$ cat src/core/lfs_pkg.sv
package lfs_pkg;

  // ---------------------------------------------------------------
  // timing
  // ---------------------------------------------------------------
  localparam int CLK_PERIOD_NS = 40;
  localparam int FAULT_CONFIRM_NS = 40000;
  localparam int PON_DELAY_NS = 1000000;
  // least times round up to whole cycles
  localparam int FAULT_CONFIRM_CYC = (FAULT_CONFIRM_NS + CLK_PERIOD_NS - 1) / CLK_PERIOD_NS;
  localparam int PON_DELAY_CYC = (PON_DELAY_NS + CLK_PERIOD_NS - 1) / CLK_PERIOD_NS;
  localparam int CNT_W = 24;

  // ---------------------------------------------------------------
  // register map
  // ---------------------------------------------------------------
  localparam int ADDR_W = 8;
  localparam logic [7:0] OFS_CTRL = 8'h00;
  localparam logic [7:0] OFS_FCONF = 8'h04;
  localparam logic [7:0] OFS_PON = 8'h08;
  localparam logic [7:0] OFS_STATUS = 8'h0C;
  localparam int CTRL_BYPASS_BIT = 0;
  localparam logic [31:0] CTRL_RST = 32'h0000_0000;
  localparam logic [1:0] RESP_OKAY = 2'h0;
  localparam logic [1:0] RESP_SLVERR = 2'h2;

  // ---------------------------------------------------------------
  // types
  // ---------------------------------------------------------------
  typedef enum logic [3:0] {
    ST_RESET = 4'h1,
    ST_POWERON = 4'h2,
    ST_EXTRA = 4'h4,
    ST_RUN = 4'h8
  } lfs_state_e;

  typedef struct packed {
    logic shutdown_high;
    logic shutdown_low;
    logic laser_disable;
    logic fault_delay_strap;
    logic supply_low;
    logic optical_fault;
    logic duty_const_high;
    logic duty_const_low;
  } lfs_pins_s;

  typedef struct packed {
    logic [19:0] pad;
    logic strap;
    logic extra_pending;
    logic [3:0] state;
    logic monitor_en;
    logic alarm_low;
    logic sink_off;
    logic mod_en;
    logic bias_en;
    logic fault_flag;
  } lfs_status_s;

endpackage : lfs_pkg

$ cat src/core/lfs_top.sv
module lfs_top #(
  parameter int PON_CYCLES = lfs_pkg::PON_DELAY_CYC
) (
  // clock and reset
  input wire logic clk,
  input wire logic rst,
  // control pins and qualified analog events
  input wire logic shutdown_high_input,
  input wire logic shutdown_low_input,
  input wire logic laser_disable_input,
  input wire logic fault_delay_strap,
  input wire logic supply_low,
  input wire logic optical_fault,
  input wire logic duty_const_high,
  input wire logic duty_const_low,
  // laser control outputs
  output logic bias_enable,
  output logic mod_enable,
  output logic sink_off_indicator,
  output logic laser_fault_flag,
  output logic hardware_alarm_low,
  output logic duty_monitor_enable,
  // axi4-lite write address and data
  input wire logic [lfs_pkg::ADDR_W-1:0] s_axi_awaddr,
  input wire logic s_axi_awvalid,
  output logic s_axi_awready,
  input wire logic [31:0] s_axi_wdata,
  input wire logic [3:0] s_axi_wstrb,
  input wire logic s_axi_wvalid,
  output logic s_axi_wready,
  // axi4-lite write response
  output logic [1:0] s_axi_bresp,
  output logic s_axi_bvalid,
  input wire logic s_axi_bready,
  // axi4-lite read
  input wire logic [lfs_pkg::ADDR_W-1:0] s_axi_araddr,
  input wire logic s_axi_arvalid,
  output logic s_axi_arready,
  output logic [31:0] s_axi_rdata,
  output logic [1:0] s_axi_rresp,
  output logic s_axi_rvalid,
  input wire logic s_axi_rready
);

  // ---------------------------------------------------------------
  // helpers
  // ---------------------------------------------------------------
  function automatic logic [31:0] apply_strb(input logic [31:0] old, input logic [31:0] data,
                                             input logic [3:0] strb);
    logic [31:0] res;
    res = old;
    for (int i = 0; i < 4; i++) begin
      if (strb[i]) begin
        res[i*8 +: 8] = data[i*8 +: 8];
      end
    end
    return res;
  endfunction : apply_strb

  function automatic logic is_mapped(input logic [lfs_pkg::ADDR_W-1:0] addr);
    return (addr == lfs_pkg::OFS_CTRL) || (addr == lfs_pkg::OFS_FCONF) ||
           (addr == lfs_pkg::OFS_PON) || (addr == lfs_pkg::OFS_STATUS);
  endfunction : is_mapped

  // a limit of zero behaves as one cycle
  function automatic logic count_done(input logic [lfs_pkg::CNT_W-1:0] cnt,
                                      input logic [lfs_pkg::CNT_W-1:0] lim);
    return ({1'b0, cnt} + 25'h000_0001) >= {1'b0, lim};
  endfunction : count_done

  // ---------------------------------------------------------------
  // pin synchronisation
  // ---------------------------------------------------------------
  lfs_pkg::lfs_pins_s pins_raw;
  lfs_pkg::lfs_pins_s pins;

  assign pins_raw = '{
    shutdown_high: shutdown_high_input,
    shutdown_low: shutdown_low_input,
    laser_disable: laser_disable_input,
    fault_delay_strap: fault_delay_strap,
    supply_low: supply_low,
    optical_fault: optical_fault,
    duty_const_high: duty_const_high,
    duty_const_low: duty_const_low
  };

  lfs_sync #(
    .W($bits(lfs_pkg::lfs_pins_s))
  ) u_sync (
    .clk(clk),
    .rst(rst),
    .d(pins_raw),
    .q(pins)
  );

  // ---------------------------------------------------------------
  // configuration registers
  // ---------------------------------------------------------------
  logic [31:0] ctrl_reg;
  logic [lfs_pkg::CNT_W-1:0] fconf_reg;
  logic [lfs_pkg::CNT_W-1:0] pon_reg;
  logic aw_have_reg;
  logic w_have_reg;
  logic [lfs_pkg::ADDR_W-1:0] awaddr_reg;
  logic [31:0] wdata_reg;
  logic [3:0] wstrb_reg;
  logic do_write;
  logic monitor_bypass;

  assign do_write = aw_have_reg && w_have_reg && !s_axi_bvalid;
  assign monitor_bypass = ctrl_reg[lfs_pkg::CTRL_BYPASS_BIT];

  always_ff @(posedge clk) begin
    if (rst) begin
      ctrl_reg <= lfs_pkg::CTRL_RST;
      fconf_reg <= lfs_pkg::CNT_W'(lfs_pkg::FAULT_CONFIRM_CYC);
      pon_reg <= lfs_pkg::CNT_W'(PON_CYCLES);
    end else if (do_write) begin
      case (awaddr_reg)
        lfs_pkg::OFS_CTRL: ctrl_reg <= apply_strb(ctrl_reg, wdata_reg, wstrb_reg);
        lfs_pkg::OFS_FCONF: fconf_reg <= lfs_pkg::CNT_W'(apply_strb({8'h00, fconf_reg}, wdata_reg, wstrb_reg));
        lfs_pkg::OFS_PON: pon_reg <= lfs_pkg::CNT_W'(apply_strb({8'h00, pon_reg}, wdata_reg, wstrb_reg));
        default: ctrl_reg <= ctrl_reg;
      endcase
    end
  end

  // ---------------------------------------------------------------
  // axi4-lite write channel
  // ---------------------------------------------------------------
  always_ff @(posedge clk) begin
    if (rst) begin
      aw_have_reg <= 1'b0;
      awaddr_reg <= '0;
      s_axi_awready <= 1'b0;
    end else begin
      if (s_axi_awvalid && s_axi_awready) begin
        aw_have_reg <= 1'b1;
        awaddr_reg <= s_axi_awaddr;
      end else if (do_write) begin
        aw_have_reg <= 1'b0;
      end
      s_axi_awready <= !(s_axi_awvalid && s_axi_awready) && !aw_have_reg && !s_axi_bvalid;
    end
  end

  always_ff @(posedge clk) begin
    if (rst) begin
      w_have_reg <= 1'b0;
      wdata_reg <= '0;
      wstrb_reg <= '0;
      s_axi_wready <= 1'b0;
    end else begin
      if (s_axi_wvalid && s_axi_wready) begin
        w_have_reg <= 1'b1;
        wdata_reg <= s_axi_wdata;
        wstrb_reg <= s_axi_wstrb;
      end else if (do_write) begin
        w_have_reg <= 1'b0;
      end
      s_axi_wready <= !(s_axi_wvalid && s_axi_wready) && !w_have_reg && !s_axi_bvalid;
    end
  end

  always_ff @(posedge clk) begin
    if (rst) begin
      s_axi_bvalid <= 1'b0;
      s_axi_bresp <= lfs_pkg::RESP_OKAY;
    end else if (do_write) begin
      s_axi_bvalid <= 1'b1;
      s_axi_bresp <= is_mapped(awaddr_reg) ? lfs_pkg::RESP_OKAY : lfs_pkg::RESP_SLVERR;
    end else if (s_axi_bready) begin
      s_axi_bvalid <= 1'b0;
    end
  end

  // ---------------------------------------------------------------
  // supervisor state machine
  // ---------------------------------------------------------------
  lfs_pkg::lfs_state_e state_reg;
  logic [lfs_pkg::CNT_W-1:0] delay_cnt_reg;
  logic extra_pending_reg;
  logic shutdown_act;
  logic reset_cond;
  logic delay_done;

  assign shutdown_act = pins.shutdown_high || !pins.shutdown_low;
  assign reset_cond = shutdown_act || pins.supply_low;
  assign delay_done = count_done(delay_cnt_reg, pon_reg);

  always_ff @(posedge clk) begin
    if (rst) begin
      state_reg <= lfs_pkg::ST_RESET;
      delay_cnt_reg <= '0;
    end else if (reset_cond) begin
      state_reg <= lfs_pkg::ST_RESET;
      delay_cnt_reg <= '0;
    end else begin
      case (state_reg)
        lfs_pkg::ST_RESET: begin
          state_reg <= lfs_pkg::ST_POWERON;
          delay_cnt_reg <= '0;
        end
        lfs_pkg::ST_POWERON: begin
          delay_cnt_reg <= delay_done ? '0 : delay_cnt_reg + 1'b1;
          if (delay_done) begin
            state_reg <= extra_pending_reg ? lfs_pkg::ST_EXTRA : lfs_pkg::ST_RUN;
          end
        end
        lfs_pkg::ST_EXTRA: begin
          delay_cnt_reg <= delay_done ? '0 : delay_cnt_reg + 1'b1;
          if (delay_done) begin
            state_reg <= lfs_pkg::ST_RUN;
          end
        end
        lfs_pkg::ST_RUN: state_reg <= lfs_pkg::ST_RUN;
        default: state_reg <= lfs_pkg::ST_RESET;
      endcase
    end
  end

  // a shutdown seen while the flag is up arms the second delay; set wins
  always_ff @(posedge clk) begin
    if (rst) begin
      extra_pending_reg <= 1'b0;
    end else if (shutdown_act && laser_fault_flag) begin
      extra_pending_reg <= 1'b1;
    end else if (state_reg == lfs_pkg::ST_EXTRA && delay_done && !reset_cond) begin
      extra_pending_reg <= 1'b0;
    end
  end

  // ---------------------------------------------------------------
  // fault confirmation and latch
  // ---------------------------------------------------------------
  logic [lfs_pkg::CNT_W-1:0] fault_cnt_reg;
  logic fault_cond;
  logic fault_set;

  // fault_cond needs ST_RUN and no reset_cond, and a shutdown forces ST_RESET, so a restart
  // always sees the counter freshly cleared
  assign fault_cond = pins.optical_fault && state_reg == lfs_pkg::ST_RUN && !reset_cond &&
                      !pins.laser_disable && !pins.fault_delay_strap;
  assign fault_set = fault_cond && count_done(fault_cnt_reg, fconf_reg);

  always_ff @(posedge clk) begin
    if (rst) begin
      fault_cnt_reg <= '0;
    end else if (!fault_cond || laser_fault_flag) begin
      fault_cnt_reg <= '0;
    end else begin
      fault_cnt_reg <= fault_cnt_reg + 1'b1;
    end
  end

  always_ff @(posedge clk) begin
    if (rst) begin
      laser_fault_flag <= 1'b0;
    end else if (fault_set) begin
      laser_fault_flag <= 1'b1;
    end else if (reset_cond) begin
      laser_fault_flag <= 1'b0;
    end
  end

  // ---------------------------------------------------------------
  // enables, monitor and alarm
  // ---------------------------------------------------------------
  logic duty_bad;
  logic run_ok;

  // monitor bypass stands in for switching the monitor off externally
  assign duty_bad = (pins.duty_const_high || pins.duty_const_low) && !monitor_bypass;
  // reset_cond is folded in so outputs drop one cycle after the synced pin
  assign run_ok = state_reg == lfs_pkg::ST_RUN && !reset_cond && !laser_fault_flag && !fault_set &&
                  !pins.laser_disable && !duty_bad;

  always_ff @(posedge clk) begin
    if (rst) begin
      bias_enable <= 1'b0;
      mod_enable <= 1'b0;
      sink_off_indicator <= 1'b1;
      hardware_alarm_low <= 1'b0;
      duty_monitor_enable <= 1'b0;
    end else begin
      bias_enable <= run_ok;
      mod_enable <= run_ok;
      sink_off_indicator <= !run_ok;
      hardware_alarm_low <= state_reg == lfs_pkg::ST_RUN && !reset_cond && !duty_bad;
      duty_monitor_enable <= !duty_bad;
    end
  end

  // ---------------------------------------------------------------
  // axi4-lite read channel
  // ---------------------------------------------------------------
  lfs_pkg::lfs_status_s status;

  assign status = '{
    pad: '0,
    strap: pins.fault_delay_strap,
    extra_pending: extra_pending_reg,
    state: state_reg,
    monitor_en: duty_monitor_enable,
    alarm_low: hardware_alarm_low,
    sink_off: sink_off_indicator,
    mod_en: mod_enable,
    bias_en: bias_enable,
    fault_flag: laser_fault_flag
  };

  always_ff @(posedge clk) begin
    if (rst) begin
      s_axi_arready <= 1'b0;
      s_axi_rvalid <= 1'b0;
      s_axi_rdata <= '0;
      s_axi_rresp <= lfs_pkg::RESP_OKAY;
    end else begin
      s_axi_arready <= !(s_axi_arvalid && s_axi_arready) && !s_axi_rvalid;
      if (s_axi_arvalid && s_axi_arready) begin
        s_axi_rvalid <= 1'b1;
        s_axi_rresp <= is_mapped(s_axi_araddr) ? lfs_pkg::RESP_OKAY : lfs_pkg::RESP_SLVERR;
        case (s_axi_araddr)
          lfs_pkg::OFS_CTRL: s_axi_rdata <= ctrl_reg;
          lfs_pkg::OFS_FCONF: s_axi_rdata <= {8'h00, fconf_reg};
          lfs_pkg::OFS_PON: s_axi_rdata <= {8'h00, pon_reg};
          lfs_pkg::OFS_STATUS: s_axi_rdata <= status;
          default: s_axi_rdata <= 32'h0000_0000;
        endcase
      end else if (s_axi_rready) begin
        s_axi_rvalid <= 1'b0;
      end
    end
  end
endmodule : lfs_top

$ cat src/core/lfs_sync.sv
module lfs_sync #(
  parameter int W = 8
) (
  // clock and reset
  input wire logic clk,
  input wire logic rst,
  // levels
  input wire logic [W-1:0] d,
  output logic [W-1:0] q
);

  // ---------------------------------------------------------------
  // two-stage synchroniser, first stage feeds only the second
  // ---------------------------------------------------------------
  logic [W-1:0] meta_reg;

  always_ff @(posedge clk) begin
    if (rst) begin
      meta_reg <= '0;
      q <= '0;
    end else begin
      meta_reg <= d;
      q <= meta_reg;
    end
  end

endmodule : lfs_sync

$ cat config.mk
export PLATFORM = sky130hd
export DESIGN_NAME = lfs_top
export DESIGN_NICKNAME = d
export VERILOG_FILES = /design/src/core/lfs_pkg.sv /design/src/core/lfs_top.sv /design/src/core/lfs_sync.sv
export SDC_FILE = /design/constraint.sdc
export NUM_CORES = 1
export LEC_CHECK = 0
export BUFFER_PORTS_ARGS = -buffer_cell sky130_fd_sc_hd__buf_4
export CORE_ASPECT_RATIO = 1.5
export CORE_MARGIN = 2
export CORE_UTILIZATION = 59
export CTS_CLUSTER_DIAMETER = 60
export DETAILED_ROUTE_END_ITERATION = 8
export PLACE_DENSITY = 0.88
export SYNTH_ARGS = -nofsm -noshare
export SYNTH_HDL_FRONTEND = slang
export SYNTH_SLANG_ARGS = --single-unit
$ cat constraint.sdc
create_clock -name clk -period 4.1 [get_ports clk]
set_input_delay 0.82 -clock clk [delete_from_list [all_inputs] [get_ports clk]]
set_output_delay 0.82 -clock clk [all_outputs]
set_load 0.01 [all_outputs]
Yosys cells after proc, flatten, opt, wreduce, memory -nomap -nowiden
Index checks and enable logic that the tools add are counted.
{"block": "classes", "add_sub_neg": 4, "multipliers": 0, "div": 0, "order_cmp": 2, "eq_ne": 12, "shift": 0, "n_mux": 20, "n_bitwise": 0, "reduce_logical": 75}
{"operator": "one-hot mux 32 bit (4 select lines)", "n": 1}
{"operator": "adder 24 x 1 -> 25 bit (second input constant)", "n": 2}
{"operator": "greater-or-equal comparator 25 x 24 -> 1 bit", "n": 2}
{"operator": "adder 24 x 1 -> 24 bit (second input constant)", "n": 2}
{"operator": "one-hot mux 24 bit (2 select lines)", "n": 1}
{"operator": "== test 8 x 4 -> 1 bit (second input constant)", "n": 4}
{"operator": "AND reduction 3 bit", "n": 10}
{"operator": "logical AND 1 bit", "n": 25}
{"operator": "two-way mux 24 bit", "n": 1}
{"operator": "zero test 1 bit", "n": 17}
{"operator": "== test 8 x 3 -> 1 bit (second input constant)", "n": 2}
{"operator": "zero test 8 bit", "n": 2}
{"operator": "one-hot mux 4 bit (4 select lines)", "n": 1}
{"operator": "nonzero test 2 bit", "n": 7}
{"operator": "two-way mux 4 bit", "n": 3}
{"operator": "two-way mux 1 bit", "n": 11}
{"operator": "logical OR 1 bit", "n": 10}
{"operator": "OR reduction 2 bit", "n": 3}
{"operator": "== test 4 x 1 -> 1 bit (second input constant)", "n": 1}
{"operator": "== test 4 x 2 -> 1 bit (second input constant)", "n": 1}
{"operator": "== test 4 x 3 -> 1 bit (second input constant)", "n": 1}
{"operator": "== test 4 bit (second input constant)", "n": 1}
{"operator": "two-way mux 2 bit", "n": 2}
{"operator": "inequality test 2 bit (second input constant)", "n": 2}
{"operator": "AND reduction 2 bit", "n": 1}
{"block": "totals", "reg_bits": 241, "latchBits": 0, "ram_bits": 0, "mem_bits_ro": 0, "inputBits": 67, "word_cells": 147, "mem_count": 0}

Logic depth before layout (Yosys ltp)
{"block": "depth", "depth_word": 13, "ltp_mapped": 16}

Modules after synthesis
Synthesis repeated with hierarchy kept, for this count alone.
{"block": "hier_totals", "cells_unflattened": 1243, "area_unflattened_um2": 10811.6}
{"module": "lfs_top", "instances": 1, "cells_per_inst": 1210, "area_per_inst_um2": 10347.4, "seq_area_each_um2": 4464.3}
{"module": "lfs_sync", "instances": 1, "cells_per_inst": 33, "area_per_inst_um2": 464.2, "seq_area_each_um2": 320.3}

Worst setup path after synthesis
OpenSTA, ideal clock, no wires.
{"block": "synth_timing", "kind": "register -> register", "start": "register delay_cnt_reg[0] (netlist name)", "end": "register delay_cnt_reg[17] (netlist name)", "setup_time_ps": 117, "arrival_ps": 3576, "setup_slack_ps": 407, "path_stages_with_launch": 17, "n_path_buf": 2, "synth_period_minus_slack_ps": 3693, "cell_sequence": "dfxtp_1 ha_1 nand4_1 or2_1 clkbuf_1 or3_1 and2_1 or2_2 ha_1 nand2_1 nor4_1 inv_1 nor3_1 a21o_1 nor2_2 buf_2 a32o_1"}
{"block": "synth_between", "elab_chain_len": 4, "elab_cells_between_ends": 5, "classes_between": "2 x add/sub; 1 x order compare; 2 x mux"}
{"item": "start, declared", "line": "lfs_top.sv:182", "source": "logic [lfs_pkg::CNT_W-1:0] delay_cnt_reg;"}
{"item": "start signal, assigned", "line": "lfs_top.sv:206", "source": "delay_cnt_reg <= delay_done ? '0 : delay_cnt_reg + 1'b1;"}
{"item": "start signal, assigned", "line": "lfs_top.sv:212", "source": "delay_cnt_reg <= delay_done ? '0 : delay_cnt_reg + 1'b1;"}
{"item": "adder 24 x 1 -> 25 bit", "line": "lfs_top.sv:68", "source": "return ({1'b0, cnt} + 25'h000_0001) >= {1'b0, lim};"}
{"item": "greater-or-equal comparator 25 x 24 -> 1 bit", "line": "lfs_top.sv:68"}
{"item": "two-way mux 24 bit *", "line": "lfs_top.sv:206, lfs_top.sv:212"}
{"item": "one-hot mux 24 bit (2 select lines) *", "line": "lfs_top.sv:200", "source": "case (state_reg)"}
Mark *: on every way between the ends. The rest lies on a longest branch, timed or not.
A chain may end at the register's enable or synchronous reset.

Worst setup path in the final report
{"block": "layout_timing", "start": "register delay_cnt_reg[0] (netlist name)", "end": "register state_reg[1]"}
{"block": "layout_between", "elab_chain_len": 4, "elab_cells_between_ends": 5, "classes_between": "1 x add/sub; 1 x order compare; 2 x eq/ne; 1 x reduce/logical"}
{"item": "adder 24 x 1 -> 25 bit *", "line": "lfs_top.sv:68"}
{"item": "greater-or-equal comparator 25 x 24 -> 1 bit *", "line": "lfs_top.sv:68"}
{"item": "inequality test 2 bit (no line)"}
{"item": "AND reduction 2 bit (no line) *"}
{"item": "end signal, assigned", "line": "lfs_top.sv:194", "source": "state_reg <= lfs_pkg::ST_RESET;"}
{"item": "end signal, assigned", "line": "lfs_top.sv:197", "source": "state_reg <= lfs_pkg::ST_RESET;"}
{"item": "end signal, assigned", "line": "lfs_top.sv:202", "source": "state_reg <= lfs_pkg::ST_POWERON;"}
{"item": "end, declared", "line": "lfs_top.sv:181", "source": "lfs_pkg::lfs_state_e state_reg;"}
Marks and branches as above.

==> flow_summary_export.csv <==
group,metric,value,unit
outcome,outcome,"finished clean",
synth,yosys.area.top_type,"dfxtp_1",
clock_tree,cts-hold-fix-buffers,0,
synth,yosysWarningCount,0,
critical_path,cp.arrival,4310,ps
worst_hold_path,worstHoldStart,"u_sync.meta_reg[1]",
timing,setup_tns,0,ps
synth,synth_area,10600,sq um
floorplan,coreArea,17800,sq um
synth,synth_top_area_share,45.0,%
timing,drv_slew,0,
timing,finalHoldViolCount,0,
global_route,grt_pass1_wl,42700,um
clock_tree,numCtsBuffers,22,
critical_path,worstPathCellList,"ha_1, nand4_1, or2_1, or3_1, and2_1, or2_2, ha_1, a21oi_1, o21ai_0, a31oi_1, o21ai_0, a21oi_2, nand4b_1, a2111oi_1",
critical_path,critical_path.top_delay_family,"simple AND/OR/NAND/NOR gates",
critical_path,end_kind,"flop",
timing,clock.fmax,0.255,GHz
synth,syn_inst,1248,
critical_path,reg2reg_to,"state_reg[1]",
clock_tree,cts_sinks,239,
final_layout,fin_util,69.0,%
worst_hold_path,min_path_type,"flop to flop",
routing,drt_iter0_markers,785,
clock_tree,post_cts_buffers,0,
global_route,grt_pass1_vias,9057,
pwr,powerDensity,368,nW/um^2
critical_path,reg2reg_from,"delay_cnt_reg[0]",
worst_hold_path,hold_path_depth,1,
routing,drtPass1Iterations,6,
floorplan,start_util,59.8,%
timing,fin_crit_sh,95.6,%
placed_design,hpwl,18800,um
clock_tree,htree_levels,1,
routing,drc,0,
synth,avgSynthCellArea,8.53,sq um
pwr,vdd_drop_max,0.307,mV
critical_path,path_class,"flop to flop",
final_layout,drive_above_1_share,14.7,%
final_layout,multi_input_area,5390,sq um
synth,async_flop_share,0,%
floorplan,die_area,19200,sq um
clock_tree,path_clk_slew,70,ps
final_layout,num_antenna_cells,0,
routing,ant_nets,0,
global_route,antenna_found_initial,0,
timing,clock_skew,8.39,ps
clock_tree,cts_tree,"built",
run,max-cap-violations,0,
final_layout,fin_cells,1561,
clock_tree,clock_path_buffers,3,
critical_path,startpoint_type,"flop",
worst_hold_path,whs_endpoint,"u_sync.q[1]",
routing,via_per_inst,5.96,
pwr,total_power,4.52,mW
timing,timing.final.crit_period,3920,ps
global_route,overflow,0,
critical_path,reg2reg_depth,14,
synth,synth.area.top_cells,"dfxtp_1 45%, nand2_1 9.0%, a21oi_1 5.9%",
final_layout,n_fill_cell,1315,
clock_tree,clk_latency,510,ps
routing,vias,9299,
critical_path,cp.buffers_inverters,0,
synth,ys_types,60,
synth,synth_edf_count,0,
floorplan,rows,60,
synth,synth_ff_type,"dfxtp_1",
critical_path,cp_max_fo,6,
critical_path,slowest_delay,430,ps
critical_path,cpMaxStageDelayCell,"dfxtp_1",
floorplan,fp.dieW,114,um
critical_path,required,4500,ps
clock_tree,cts-root-buf,"clkbuf_16",
timing,whs,434,ps
synth,synthTopCellsByCount,"254 x nand2_1, 239 x dfxtp_1, 125 x a21oi_1, 94 x nor2_1, 57 x inv_1",
routing,routed_wl,26800,um
global_route,grt.total_usage,27.4,%
timing,slew-limit-headroom,36.2,%
timing,tightest_slew,955,ps
floorplan,die_h,168,um
placed_design,numPortBuffers,111,
placed_design,finalWeightedCongestion,0.882,
final_layout,nets,1449,
final_layout,area_growth,15.3,%
routing,wl_per_cell,17.2,um
synth,ys_seq_area_share,45.0,%
global_route,grt_max_degree,156,
placed_design,placed_cells,1525,
final_layout,seqCellArea,4780,sq um
pwr,total_leakage_power,5.05,nW
critical_path,r2r_slack,180,ps
floorplan,num_io_pins,114,
synth,synth.most_common_cell,"nand2_1",
synth,ys_ff_latch,239,
timing,setup_viol,0,
## power breakdown
part	internal [mW]	switching [mW]
Sequential	2.36	0.0316
Clock	1.07	0.863
Combinational	0.0884	0.111
## area by class of cell
type	instances	share of cell area, %
Multi-Input combinational cell	888	43.9
Sequential cell	239	39.0
Timing Repair Buffer	124	7.69
Clock buffer	28	5.09
Tap cell	217	2.21
Inverter	57	1.74
Clock inverter	8	0.367
## placed cells by master (no fill, tap or decap), types with 4 or more instances in the layout
cell	n
a211o_1	12
a211oi_1	7
a21oi_1	124
a22oi_1	32
a31oi_1	4
a32o_1	15
and2_1	15
and3_1	24
buf_4	123
clkbuf_16	23
clkinv_2	6
dfxtp_1	239
ha_1	50
inv_1	57
mux2i_1	18
mux4_2	12
nand2_1	254
nand2b_1	5
nand3_1	25
nand4_1	17
nor2_1	94
nor2b_1	34
nor3_1	7
o211ai_1	4
o21ai_0	36
or2_2	9
or3_1	4
xnor2_1	25
xor2_1	11
## cell families after synthesis
logic type	synth area share, %
compound gates	14.6
mux	4.23
buf+inv	4.78
other cells	0.0352
xor+xnor	3.04
flops	45.0
fa+ha+maj	5.88
simple gates	22.4
## worst reg2reg max path, cell delays in order (launching register included)
cell and delay (ps):
dfxtp_1 430, ha_1 260, nand4_1 170, or2_1 280
or3_1 420, and2_1 190, or2_2 290, ha_1 290
a21oi_1 160, o21ai_0 110, a31oi_1 190, o21ai_0 190
a21oi_2 290, nand4b_1 140, a2111oi_1 390
## how the worst max path moves through the flow
stage | startpoint | end | slack (ps) | cells past startpoint
floorplan | delay_cnt_reg[0] | delay_cnt_reg[17] | 410 | 16
global placement | delay_cnt_reg[0] | delay_cnt_reg[22] | 300 | 14
detailed placement | delay_cnt_reg[0] | state_reg[1] | 170 | 14
CTS | delay_cnt_reg[0] | delay_cnt_reg[7] | 130 | 14
global route | delay_cnt_reg[0] | delay_cnt_reg[22] | -40 | 15
finish | delay_cnt_reg[0] | state_reg[1] | 180 | 14
## metrics by stage
step / area [sq um] / worst slack [ps]
floorplan: 10600 / 407
global placement: 11600 / 298
detailed placement: 11600 / 165
CTS: 12200 / 126
global route: 12300 / -42.1
finish: 12300 / 182
## layer usage
metal  vias to the layer above  track usage (%)  wire [um]
met4                         0             12.7       1190
li1                       4439                -          -
met5                         -                0          0
met1                      4354             31.4       9990
met2                       406             49.7      13700
met3                       100             4.12       1880
## what timing repair did
| item | CTS | global route |
|---|---|---|
| endpoints found under the hold margin | 0 | 0 |
| resized for setup | 0 | 6 |
| endpoints found under the setup margin | 0 | 27 |
No activity file was read; power rests on OpenSTA's default activity.
